File: src/inc/gpp16_defines.svh
`ifndef GPP16_DEFINES_SVH
`define GPP16_DEFINES_SVH

// ----------------------------------------
// port geometry and reset values
// ----------------------------------------
`define GPP16_WIDTH 16
`define GPP16_HALF 8
`define GPP16_RST_DIR 16'h0000
`define GPP16_RST_OUT 16'h0000
`define GPP16_ONES 16'hFFFF

// ----------------------------------------
// dma acknowledge line positions, low half
// ----------------------------------------
`define GPP16_ACK_A_TX 0
`define GPP16_ACK_A_RX 1
`define GPP16_ACK_B_TX 2
`define GPP16_ACK_B_RX 3

// ----------------------------------------
// interrupt vector layout
// ----------------------------------------
`define GPP16_VEC_TAG 8'h85
`define GPP16_VEC_ZERO 8'h00
`define GPP16_VEC_RST 32'h0000_0000

`endif

File: src/inc/gpp16_pkg.sv
package gpp16_pkg;
  typedef logic [15:0] gpp16_word_t;
  typedef logic [7:0] gpp16_byte_t;
  typedef logic [31:0] gpp16_vec_t;
endpackage

File: src/rtl/gpp16_port.sv
`timescale 1ns/100ps
`include "gpp16_defines.svh"
// How it works
// sixteen lines in two halves, each half plain or alternate.
// low half serves dma pins, high half serves serial control pins.
// with dma and combine, tx and rx acks share one pin per channel.
// a direction bit per line, zero input, one output.
// inputs float, outputs driven push-pull high and low.
// every pin level is sampled each clock whatever its direction.
// input line: write hits latch, read gives pin, rmw uses pin.
// output line: write drives pin, read and rmw use the latch.
// alternate output reaches the pin only while direction is output.
// pin drives latch AND alternate data; software keeps latch at one.
// alternate input reads the pin, so an output latch can trigger it.
// after reset all lines are inputs.
// software loads the latch before turning a line to output.
// vector is made on a peripheral interrupt only when enabled.
// vector is 85h, 00h, high byte info, low byte info.
// high byte info from pins 15..8 unless serial control selected.
// low byte info from pins 7..0 unless dma selected.
// direction, latches and selects all reset to zero.
module gpp16_port #(
  parameter int WIDTH = `GPP16_WIDTH,
  parameter int HALF = `GPP16_HALF
) (
  input wire logic I_CLK,
  input wire logic I_ARST_N,
  input wire logic I_LOCAL_DMA_PIN_SELECT,
  input wire logic I_SERIAL_CONTROL_PIN_SELECT,
  input wire logic I_COMBINE_DMA_ACK_PINS,
  input wire logic I_PORT_INTERRUPT_ENABLE,
  input wire logic I_DIR_WR,
  input wire gpp16_pkg::gpp16_word_t I_DIR_DATA,
  input wire logic I_WR,
  input wire gpp16_pkg::gpp16_word_t I_WR_DATA,
  input wire logic I_RMW,
  input wire gpp16_pkg::gpp16_word_t I_RMW_AND,
  input wire gpp16_pkg::gpp16_word_t I_RMW_OR,
  input wire logic I_RD,
  input wire gpp16_pkg::gpp16_word_t I_PIN,
  input wire gpp16_pkg::gpp16_word_t I_ALT_OUT,
  input wire logic I_PERIPH_IRQ,
  output gpp16_pkg::gpp16_word_t O_PIN,
  output gpp16_pkg::gpp16_word_t O_PIN_OE,
  output gpp16_pkg::gpp16_word_t O_ALT_IN,
  output gpp16_pkg::gpp16_word_t O_RD_DATA,
  output logic O_RD_VALID,
  output gpp16_pkg::gpp16_word_t O_DIR,
  output gpp16_pkg::gpp16_vec_t O_PORT_INTERRUPT_VECTOR,
  output logic O_VEC_VALID
);
  import gpp16_pkg::*;

  // the vector layout fixes the port at two bytes
  if (WIDTH != 16 || HALF != 8 || WIDTH != 2 * HALF) begin : g_bad_size
    $error("gpp16_port: WIDTH must be 16 and HALF 8");
  end

  // ----------------------------------------
  // reset release
  // ----------------------------------------
  logic rst_meta;
  logic rst_n;

  always_ff @(posedge I_CLK or negedge I_ARST_N) begin
    if (!I_ARST_N) begin
      rst_meta <= 1'h0;
      rst_n <= 1'h0;
    end else begin
      rst_meta <= 1'h1;
      rst_n <= rst_meta;
    end
  end

  // ----------------------------------------
  // configuration bits
  // ----------------------------------------
  logic sel_dma;
  logic sel_ssc;
  logic combine;
  logic irq_en;

  always_ff @(posedge I_CLK or negedge rst_n) begin
    if (!rst_n) begin
      sel_dma <= 1'h0;
      sel_ssc <= 1'h0;
      combine <= 1'h0;
      irq_en <= 1'h0;
    end else begin
      sel_dma <= I_LOCAL_DMA_PIN_SELECT;
      sel_ssc <= I_SERIAL_CONTROL_PIN_SELECT;
      combine <= I_COMBINE_DMA_ACK_PINS;
      irq_en <= I_PORT_INTERRUPT_ENABLE;
    end
  end

  // ----------------------------------------
  // direction, output latch, input latch
  // ----------------------------------------
  gpp16_word_t dir;
  gpp16_word_t out_latch;
  gpp16_word_t pin_latch;

  // each line reads its latch when output, its pin when input
  wire gpp16_word_t read_src = (dir & out_latch) | (~dir & pin_latch);
  wire gpp16_word_t rmw_val = (read_src & I_RMW_AND) | I_RMW_OR;
  // a plain write wins over a read-modify-write in the same cycle
  wire gpp16_word_t next_out = I_WR ? I_WR_DATA :
                               (I_RMW ? rmw_val : out_latch);

  always_ff @(posedge I_CLK or negedge rst_n) begin
    if (!rst_n) begin
      dir <= `GPP16_RST_DIR;
      out_latch <= `GPP16_RST_OUT;
      pin_latch <= `GPP16_RST_OUT;
    end else begin
      if (I_DIR_WR) begin
        dir <= I_DIR_DATA;
      end
      out_latch <= next_out;
      pin_latch <= I_PIN;
    end
  end

  // ----------------------------------------
  // alternate function routing
  // ----------------------------------------
  wire logic merge = sel_dma & combine;
  wire gpp16_word_t half_mask = {{HALF{sel_ssc}}, {HALF{sel_dma}}};
  // merged rx ack lines become free for plain i/o
  wire gpp16_word_t free_mask = merge ?
    ((16'h0001 << `GPP16_ACK_A_RX) | (16'h0001 << `GPP16_ACK_B_RX)) :
    16'h0000;
  wire gpp16_word_t alt_mask = half_mask & ~free_mask;
  wire logic ack_a = I_ALT_OUT[`GPP16_ACK_A_TX] &
                     I_ALT_OUT[`GPP16_ACK_A_RX];
  wire logic ack_b = I_ALT_OUT[`GPP16_ACK_B_TX] &
                     I_ALT_OUT[`GPP16_ACK_B_RX];
  // acks are low active, so the AND merges them
  wire gpp16_word_t alt_data = merge ?
    ((I_ALT_OUT & ~((16'h0001 << `GPP16_ACK_A_TX) |
                    (16'h0001 << `GPP16_ACK_B_TX))) |
     ({15'h0000, ack_a} << `GPP16_ACK_A_TX) |
     ({15'h0000, ack_b} << `GPP16_ACK_B_TX)) :
    I_ALT_OUT;
  // a latch zero forces the pin low even in alternate mode
  wire gpp16_word_t next_pin = out_latch & (alt_data | ~alt_mask);

  // ----------------------------------------
  // interrupt vector
  // ----------------------------------------
  wire gpp16_byte_t hi_info = sel_ssc ? `GPP16_VEC_ZERO :
                              pin_latch[15:8];
  wire gpp16_byte_t lo_info = sel_dma ? `GPP16_VEC_ZERO :
                              pin_latch[7:0];
  wire gpp16_vec_t next_vec = {`GPP16_VEC_TAG, `GPP16_VEC_ZERO,
                               hi_info, lo_info};
  wire logic vec_fire = I_PERIPH_IRQ & irq_en;

  // ----------------------------------------
  // registered outputs
  // ----------------------------------------
  always_ff @(posedge I_CLK or negedge rst_n) begin
    if (!rst_n) begin
      O_PIN <= `GPP16_RST_OUT;
      O_PIN_OE <= `GPP16_RST_DIR;
      O_ALT_IN <= `GPP16_RST_OUT;
      O_RD_DATA <= `GPP16_RST_OUT;
      O_RD_VALID <= 1'h0;
      O_DIR <= `GPP16_RST_DIR;
      O_PORT_INTERRUPT_VECTOR <= `GPP16_VEC_RST;
      O_VEC_VALID <= 1'h0;
    end else begin
      O_PIN <= next_pin;
      O_PIN_OE <= dir; // see R05
      O_ALT_IN <= pin_latch & alt_mask;
      O_RD_VALID <= I_RD;
      if (I_RD) begin
        O_RD_DATA <= read_src; // see R07
      end
      O_DIR <= dir;
      O_VEC_VALID <= vec_fire;
      if (vec_fire) begin
        O_PORT_INTERRUPT_VECTOR <= next_vec;
      end
    end
  end
endmodule

File: config.mk
export PLATFORM = sky130hd
export DESIGN_NAME = gpp16_port
export DESIGN_NICKNAME = d
export VERILOG_FILES = /design/src/inc/gpp16_pkg.sv /design/src/rtl/gpp16_port.sv
export VERILOG_INCLUDE_DIRS = /design/src /design/src/inc
export SDC_FILE = /design/constraint.sdc
export NUM_CORES = 1
export LEC_CHECK = 0
export ABC_AREA = 1
export BUFFER_PORTS_ARGS = -buffer_cell sky130_fd_sc_hd__buf_2
export CELL_PAD_IN_SITES_DETAIL_PLACEMENT = 0
export CELL_PAD_IN_SITES_GLOBAL_PLACEMENT = 2
export CORE_ASPECT_RATIO = 0.8
export CORE_MARGIN = 4
export CORE_UTILIZATION = 28
export CTS_CLUSTER_DIAMETER = 200
export DETAILED_ROUTE_END_ITERATION = 8
export GPL_TIMING_DRIVEN = 1
export PLACE_DENSITY_LB_ADDON = 0.1
export SYNTH_ARGS = -nofsm -noshare
export SYNTH_HDL_FRONTEND = slang
export SYNTH_SLANG_ARGS = --single-unit
File: constraint.sdc
create_clock -name I_CLK -period 5 [get_ports I_CLK]
set_input_delay 0.75 -clock I_CLK [delete_from_list [all_inputs] [get_ports I_CLK]]
set_output_delay 0.75 -clock I_CLK [all_outputs]
set_load 0.02 [all_outputs]
==> results_tabular.tex, run 1 <==
\begin{tabular}{lr}
\hline
Metric & Value \\
\hline
\multicolumn{2}{l}{\textbf{Routing}} \\
\quad DR pass1 iterations & 6 \\
\quad Via density per instance & slightly above 4 \\
\quad Total wire length after detailed routing & $\sim$16000 um \\
\quad DRC Markers & 0 \\
\quad Detailed Route Iter0 Violations & around 230 \\
\quad Wire per inst & between 15 and 20 um \\
\quad Detail Route Antenna Nets & 0 \\
\quad Total via count after detailed routing & between 4k and 5k \\
\multicolumn{2}{l}{\textbf{Outcome}} \\
\quad Outcome & complete, no violations \\
\multicolumn{2}{l}{\textbf{Power and ir drop}} \\
\quad Switch share & 0.290 \\
\quad Part of the power in registers & 0.441 \\
\quad Internal power contribution & 2.05 mW \\
\quad Total power of the final layout & 2.88 mW \\
\quad Clk network pwr share & 0.417 \\
\quad Power spent charging and discharging nets & 834 uW \\
\quad Combinational Power Share & 0.142 \\
\quad VDD IR max & between 0.15 and 0.2 mV \\
\quad Reported leakage power & 4.01 nW \\
\quad PwrDens & between 400 and 500 mW/mm\^{}2 \\
\multicolumn{2}{l}{\textbf{Layout}} \\
\quad Number of nets in the layout & $\sim$900 \\
\quad P\&R area growth vs syn & 29.6\% \\
\quad Inserted Diodes & 0 \\
\quad Post-Route Utilization & 0.371 \\
\quad Fraction of final layout cells with drive strength greater than 1 & 0.310 \\
\multicolumn{2}{l}{\textbf{Synth}} \\
\quad Cells after synthesis & $\sim$580 \\
\quad Synth Area in Compound Gates & 0.0570 \\
\quad Count of distinct cell types in the synthesized netlist & 16 \\
\quad Count of state elements after synthesis & 137 \\
\quad Number of warning messages in the yosys log & 0 \\
\quad Post-synthesis share of cell area spent on xor and xnor gates & 0 \\
\quad Multiplexer share of the synthesized area & 0 \\
\quad Post-synth design cell area & 0.00544 sq mm \\
\quad Largest family of logic cells by synthesized area & simple AND/OR/NAND/NOR gates \\
\quad Post-synthesis sequential area ratio & 0.630 \\
\quad Area share of fa/ha/maj cells after synthesis & 0 \\
\quad Post-synthesis share of cell area spent on and, or, nand and nor gates & 0.185 \\
\quad Post-synthesis area per instance & roughly 9.4 sq um \\
\multicolumn{2}{l}{\textbf{Global route}} \\
\quad Overall fraction of global-route tracks in use & 0.149 \\
\quad Vias in the first global route & about 4.2k \\
\quad Global-route wire length before repair & 24300 um \\
\quad Initial antenna violation count & 1 \\
\quad Global route overflow & 0 \\
\quad Pin count of the biggest net entering global routing & 55 \\
\multicolumn{2}{l}{\textbf{Critical path}} \\
\quad Critical path start-end classification & input port to register \\
\quad Largest fanout on the critical path & 33 \\
\quad Required time at the endpoint of the critical path & $\sim$5.3 ns \\
\quad CP startpoint kind & input port \\
\quad Critical path data arrival time & $\sim$2.1 ns \\
\quad Crit path capture type & register \\
\quad R2R depth & 3 \\
\multicolumn{2}{l}{\textbf{Clocking}} \\
\quad CTS clock-pin slew for the worst setup and hold paths & approximately 0.06 ns \\
\quad Worst skew pair latency & 0.42 ns \\
\quad CTS Hold Bufs & 0 \\
\quad Root buffer cell & sky130\_fd\_sc\_hd\_\_clkbuf\_16 \\
\quad \# resized after CTS & 0 \\
\quad CTS tree & done \\
\quad Count of clock tree sinks & between 100 and 150 \\
\quad Number of buffers created by CTS & 17 \\
\quad CTS H-tree lvls & 4 \\
\quad Clock Tree Buf Depth & 2 \\
\quad Number of post-CTS setup repair buffers & 0 \\
\multicolumn{2}{l}{\textbf{Min path}} \\
\quad Worst min path class & input port to async pin \\
\multicolumn{2}{l}{\textbf{Place}} \\
\quad Total half-perimeter wirelength after legalization and detailed placement & roughly 12000 um \\
\quad Global placement routability congestion & 0.785 \\
\quad Buffers added on ports & around 210 \\
\multicolumn{2}{l}{\textbf{Floorplanning}} \\
\quad Horizontal die dimension & between 150 and 200 um \\
\quad Die Ht & 133 um \\
\quad Number of ports placed on the die boundary & 221 \\
\quad Floorplan die area & about 0.022 sq mm \\
\quad Std cell rows & 45 \\
\quad Starting Density & 0.286 \\
\quad Core region area & between 0.015 and 0.02 sq mm \\
\multicolumn{2}{l}{\textbf{STA}} \\
\quad Final sum of negative setup slack & 0 ns \\
\quad RSZ-0062 raised after global routing & no \\
\quad Min Tclk post-route & approximately 1.8 ns \\
\quad Slew headroom & 0.257 \\
\quad WHS & just over 0.1 ns \\
\quad Maximum clock frequency & 0.567 GHz \\
\quad Final Hold Violating Endpoints & 0 \\
\quad Number of setup violations in the final report & 0 \\
\quad Final clock period utilization by the worst path & 0.353 \\
\quad Pin slew with the least headroom to its limit & about 1.1 ns \\
\quad Max Transition Viols Final & 0 \\
\quad Worst setup skew after layout & 0.00923 ns \\
\multicolumn{2}{l}{\textbf{Job}} \\
\quad Max-cap check violation count & 0 \\
\hline
\end{tabular}
## through the flow
step	setup slack, ns	instances	area [sq um]
2_1_floorplan	0.900	593	5490
3_5_place_dp	2.77	1009	6490
6_report	3.24	1041	7050
5_1_grt	3.04	1041	7050
4_1_cts	3.23	1041	7050
3_3_place_gp	2.83	1009	6490
## critical path: stages
cell,delay [ns]
sky130_fd_sc_hd__buf_2,0.10
sky130_fd_sc_hd__nand2_1,0.79
sky130_fd_sc_hd__inv_1,0.11
sky130_fd_sc_hd__or2_2,0.31
## flip-flops by register name (all words and copies together) (netlist names)
signal	flops
combine	1
irq_en	1
dir	16
O_PIN	16
O_PORT_INTERRUPT_VECTOR	17
O_ALT_IN	16
rst_meta	1
O_VEC_VALID	1
pin_latch	16
rst_n	1
O_DIR	16
O_RD_VALID	1
sel_dma	1
sel_ssc	1
O_RD_DATA	16
out_latch	16
## cells by family (layout without fill, tap and decap cells)
| group | Yosys count | count (layout) |
|---|---|---|
| AND/OR/NAND/NOR | 252 | 252 |
| buffers and inverters | 136 | 326 |
| AO/OA/AOI/OAI | 54 | 54 |
| other | 2 | 14 |
| flip-flops | 137 | 137 |
## final timing paths
kind	startpoint	slack, ns	end
worst min-delay path	I_ARST_N	0.10	rst_n
max in group asynchronous	rst_n	3.47	O_DIR[1]
worst max register to register	irq_en	3.30	O_PORT_INTERRUPT_VECTOR[24]
worst min register to register	rst_n	0.32	O_ALT_IN[0]
min in group I_CLK	rst_meta	0.35	rst_n
worst max-delay path	I_PERIPH_IRQ	3.24	O_PORT_INTERRUPT_VECTOR[24]
## cell usage after synthesis
| cell | number | area [sq um] |
|---|---|---|
| sky130_fd_sc_hd__a21oi_1 | 18 | 90.1 |
| sky130_fd_sc_hd__buf_2 | 10 | 50.1 |
| sky130_fd_sc_hd__buf_4 | 35 | 263 |
| sky130_fd_sc_hd__buf_6 | 5 | 56.3 |
| sky130_fd_sc_hd__clkbuf_1 | 1 | 3.75 |
| sky130_fd_sc_hd__conb_1 | 2 | 7.51 |
| sky130_fd_sc_hd__dfrtp_1 | 137 | 3430 |
| sky130_fd_sc_hd__inv_1 | 84 | 315 |
| sky130_fd_sc_hd__inv_2 | 1 | 3.75 |
| sky130_fd_sc_hd__nand2_1 | 176 | 661 |
| sky130_fd_sc_hd__nand3_1 | 32 | 160 |
| sky130_fd_sc_hd__nor2_1 | 42 | 158 |
| sky130_fd_sc_hd__nor2_8 | 1 | 20.0 |
| sky130_fd_sc_hd__o21ai_0 | 20 | 100 |
| sky130_fd_sc_hd__o31ai_1 | 16 | 120 |
| sky130_fd_sc_hd__or2_2 | 1 | 6.26 |
## routing by layer
layer  vias up  track usage  wire length, um
met1      1956        0.217             7870
met2       141        0.215             6740
met4         2       0.0433              193
met3        16       0.0452             1110
met5         -            0                7
li1       2103            -                -
## layout by cell type (no fill, tap or decap)
master / instances
sky130_fd_sc_hd__a21oi_1: 18
sky130_fd_sc_hd__buf_2: 207
sky130_fd_sc_hd__buf_4: 2
sky130_fd_sc_hd__bufinv_16: 1
sky130_fd_sc_hd__clkbuf_1: 2
sky130_fd_sc_hd__clkbuf_16: 17
sky130_fd_sc_hd__clkbuf_8: 1
sky130_fd_sc_hd__clkinv_2: 3
sky130_fd_sc_hd__clkinv_4: 3
sky130_fd_sc_hd__clkinvlp_4: 1
sky130_fd_sc_hd__conb_1: 14
sky130_fd_sc_hd__dfrtp_1: 136
sky130_fd_sc_hd__dfrtp_4: 1
sky130_fd_sc_hd__inv_1: 84
sky130_fd_sc_hd__inv_2: 1
sky130_fd_sc_hd__inv_6: 4
sky130_fd_sc_hd__nand2_1: 176
sky130_fd_sc_hd__nand3_1: 32
sky130_fd_sc_hd__nor2_1: 42
sky130_fd_sc_hd__nor2_8: 1
sky130_fd_sc_hd__o21ai_0: 20
sky130_fd_sc_hd__o31ai_1: 16
sky130_fd_sc_hd__or2_2: 1
## power by group through the flow
stage | Sequential, mW | Combinational, mW | Clock, mW
floorplan | 1.37 | 0.184 | 0
global placement | 1.29 | 0.415 | 0
detailed placement | 1.29 | 0.418 | 0
CTS | 1.27 | 0.419 | 1.24
global route | 1.28 | 0.454 | 1.29
finish | 1.27 | 0.409 | 1.20
## area by class of cell
type                            count  area (sq um)
Sequential cell                   137          3430
Multi-Input combinational cell    320          1370
Tap cell                          258           323
Fill cell                        2024         12000
Clock buffer                       20           447
Timing Repair Buffer              209          1050
Inverter                           85           319
Clock inverter                     12           114
(Power assumes the default switching activity.)
==> run 2, diff against run 1 <==
--- a/config.mk
+++ b/config.mk
@@ -12,7 +12,7 @@
 export CELL_PAD_IN_SITES_GLOBAL_PLACEMENT = 2
 export CORE_ASPECT_RATIO = 0.8
 export CORE_MARGIN = 4
-export CORE_UTILIZATION = 28
+export CORE_UTILIZATION = 25
 export CTS_CLUSTER_DIAMETER = 200
 export DETAILED_ROUTE_END_ITERATION = 8
 export GPL_TIMING_DRIVEN = 1
==> constraint.sdc (replaced) <==
create_clock -name I_CLK -period 1.5 [get_ports I_CLK]
set_input_delay 0.225 -clock I_CLK [delete_from_list [all_inputs] [get_ports I_CLK]]
set_output_delay 0.225 -clock I_CLK [all_outputs]
set_load 0.02 [all_outputs]
==> run 2 against run 1 <==
Compared with the run above: first-iteration DRC count up 8.3%; die area up 11%; clock skew rose by 0.0022 ns; critical path type is now register to primary output; highest routed layer is now met4.
==> results_tabular.tex, run 2 (synthesis results as in run 1) <==
\begin{tabular}{lr}
\hline
Metric & Value \\
\hline
\multicolumn{2}{l}{\textbf{Critical path}} \\
\quad Buffer and inverter count on the worst path & 1 \\
\quad Crit path depth & 1 \\
\quad Critical path start-end classification & register to primary output \\
\quad Critical path data arrival time & 1.00 ns \\
\quad Largest fanout on the critical path & 2 \\
\quad Crit-path cells & buf\_2 \\
\quad Required time at the endpoint of the critical path & approximately 1.3 ns \\
\quad Highest cell delay on the worst timing path & 0.40 ns \\
\quad R2R depth & 2 \\
\quad Crit path capture type & primary output \\
\quad Cell with the largest stage delay on the worst path & sky130\_fd\_sc\_hd\_\_dfrtp\_1 \\
\quad CP Launch Point & O\_RD\_DATA[11] \\
\quad Worst reg2reg startpoint & sel\_dma \\
\quad Family with the most delay on the worst path & flip-flops \\
\quad CP startpoint kind & register \\
\multicolumn{2}{l}{\textbf{Layout}} \\
\quad Inserted Diodes & 0 \\
\quad Area of combinational cells with multiple inputs & $\sim$0.0014 sq mm \\
\quad Leading cell type in the layout, fill and taps excluded & sky130\_fd\_sc\_hd\_\_buf\_2 \\
\quad Number of flip-flops under the largest register name & 17 \\
\quad Fill cells & 2217 \\
\quad Sequential standard cell area & 0.00343 sq mm \\
\quad Register bank with the most flops & O\_PORT\_INTERRUPT\_VECTOR \\
\quad Number of nets in the layout & $\sim$910 \\
\quad Final standard cell count with taps included and fillers excluded & roughly 1.1k \\
\quad Most frequent cells in the layout & 207 x sky130\_fd\_sc\_hd\_\_buf\_2, 176 x sky130\_fd\_sc\_hd\_\_nand2\_1, 136 x sky130\_fd\_sc\_hd\_\_dfrtp\_1, 84 x sky130\_fd\_sc\_hd\_\_inv\_1, 42 x sky130\_fd\_sc\_hd\_\_nor2\_1 \\
\quad Fraction of final layout cells with drive strength greater than 1 & 0.307 \\
\quad Post-Route Utilization & 0.357 \\
\quad P\&R area growth vs syn & 38.2\% \\
\multicolumn{2}{l}{\textbf{STA}} \\
\quad Min Tclk post-route & between 1 and 1.5 ns \\
\quad Worst setup skew after layout & roughly 0.011 ns \\
\quad Max Transition Viols Final & 0 \\
\quad Final clock period utilization by the worst path & 0.814 \\
\quad Final Hold Violating Endpoints & 0 \\
\quad Final sum of negative setup slack & 0 ns \\
\quad RSZ-0062 raised after global routing & no \\
\quad WHS & between 0.015 and 0.02 ns \\
\quad Maximum clock frequency & between 0.8 and 0.9 GHz \\
\quad Number of setup violations in the final report & 0 \\
\multicolumn{2}{l}{\textbf{Floorplanning}} \\
\quad Starting Density & 0.259 \\
\quad Core region area & around 0.021 sq mm \\
\quad Die Ht & $\sim$140 um \\
\quad Horizontal die dimension & $\sim$170 um \\
\quad Floorplan die area & roughly 0.024 sq mm \\
\quad Std cell rows & 47 \\
\quad Number of ports placed on the die boundary & between 200 and 250 \\
\multicolumn{2}{l}{\textbf{Routing}} \\
\quad Detailed Route Iter0 Violations & 248 \\
\quad DR pass1 iterations & 5 \\
\quad Via density per instance & between 4 and 5 \\
\quad Detail Route Antenna Nets & 0 \\
\quad Total via count after detailed routing & approximately 4.4k \\
\quad DRC Markers & 0 \\
\quad Wire per inst & between 15 and 20 um \\
\quad Total wire length after detailed routing & 17300 um \\
\multicolumn{2}{l}{\textbf{Global route}} \\
\quad Overall fraction of global-route tracks in use & 0.145 \\
\quad Pin count of the biggest net entering global routing & 50 \\
\quad Initial antenna violation count & 0 \\
\quad Global-route wire length before repair & roughly 27000 um \\
\quad Vias in the first global route & $\sim$4.7k \\
\quad Global route overflow & 0 \\
\multicolumn{2}{l}{\textbf{Clocking}} \\
\quad Clock Tree Buf Depth & 2 \\
\quad CTS H-tree lvls & 4 \\
\quad CTS Hold Bufs & 29 \\
\quad Worst skew pair latency & about 0.43 ns \\
\quad CTS tree & done \\
\quad \# resized after CTS & 0 \\
\quad CTS clock-pin slew for the worst setup and hold paths & 0.06 ns \\
\quad Number of post-CTS setup repair buffers & 0 \\
\quad Root buffer cell & sky130\_fd\_sc\_hd\_\_clkbuf\_16 \\
\quad Number of buffers created by CTS & 17 \\
\quad Count of clock tree sinks & about 140 \\
\multicolumn{2}{l}{\textbf{Place}} \\
\quad Total half-perimeter wirelength after legalization and detailed placement & between 10000 and 15000 um \\
\quad Buffers added on ports & $\sim$210 \\
\quad Global placement routability congestion & between 0.7 and 0.8 \\
\quad Cells after DPL & around 1.0k \\
\multicolumn{2}{l}{\textbf{Outcome}} \\
\quad Outcome & complete, no violations \\
\multicolumn{2}{l}{\textbf{Job}} \\
\quad Max-cap check violation count & 0 \\
\multicolumn{2}{l}{\textbf{Power and ir drop}} \\
\quad Reported leakage power & roughly 4.2 nW \\
\quad PwrDens & approximately 1300 mW/mm\^{}2 \\
\quad VDD IR max & about 0.65 mV \\
\multicolumn{2}{l}{\textbf{Min path}} \\
\quad Count of cells along the worst hold path & 3 \\
\quad Worst hold path startpoint & I\_DIR\_DATA[8] \\
\quad Worst min path class & input port to register \\
\hline
\end{tabular}
[run 2: area by class of cell]
class	instances	area share
clock buffer	18	0.0571
multi-input combinational	320	0.182
timing repair buffer	246	0.196
sequential	137	0.456
inverter	85	0.0424
clock inverter	14	0.0213
tap	269	0.0448
[run 2: report_power, final]
part           switching, mW  internal (mW)
combinational          0.966          0.533
sequential             0.199           4.03
clock                   1.77           2.50
total                   2.93           7.06
[run 2: final timing paths]
| kind | endpoint | slack (ns) |
|---|---|---|
| min reg2reg | irq_en | 0.24 |
| max | O_RD_DATA[11] | 0.28 |
| min in group asynchronous | rst_n | 0.11 |
| max reg2reg | O_PORT_INTERRUPT_VECTOR[0] | 0.43 |
| min | dir[8] | 0.02 |
| max in group asynchronous | out_latch[2] | 0.65 |
[run 2: per-layer routing]
layer,wire length [um],global-route usage,share of wire,vias to the layer above
li1,-,-,-,2180
met1,8410,0.203,0.49,2083
met2,7640,0.219,0.44,152
met3,1050,0.0426,0.061,9
met4,187,0.0441,0.011,0
met5,0,0,0,-
[run 2: stage by stage]
stage	cell area (sq um)	setup WS, ns	total power [mW]
after floorplan	5490	0.0539	5.17
after global placement	6640	0.476	5.76
after detailed placement	6640	0.452	5.77
after CTS	7520	0.250	10.2
after global routing	7520	0.228	10.5
final	7520	0.280	9.99
[run 2: tightest hold or removal path, delay by kind of cell]
family | cells | cell delay (ns)
simple gates | 1 | 0.04
compound gates | 1 | 0.07
buf+inv | 1 | 0.07
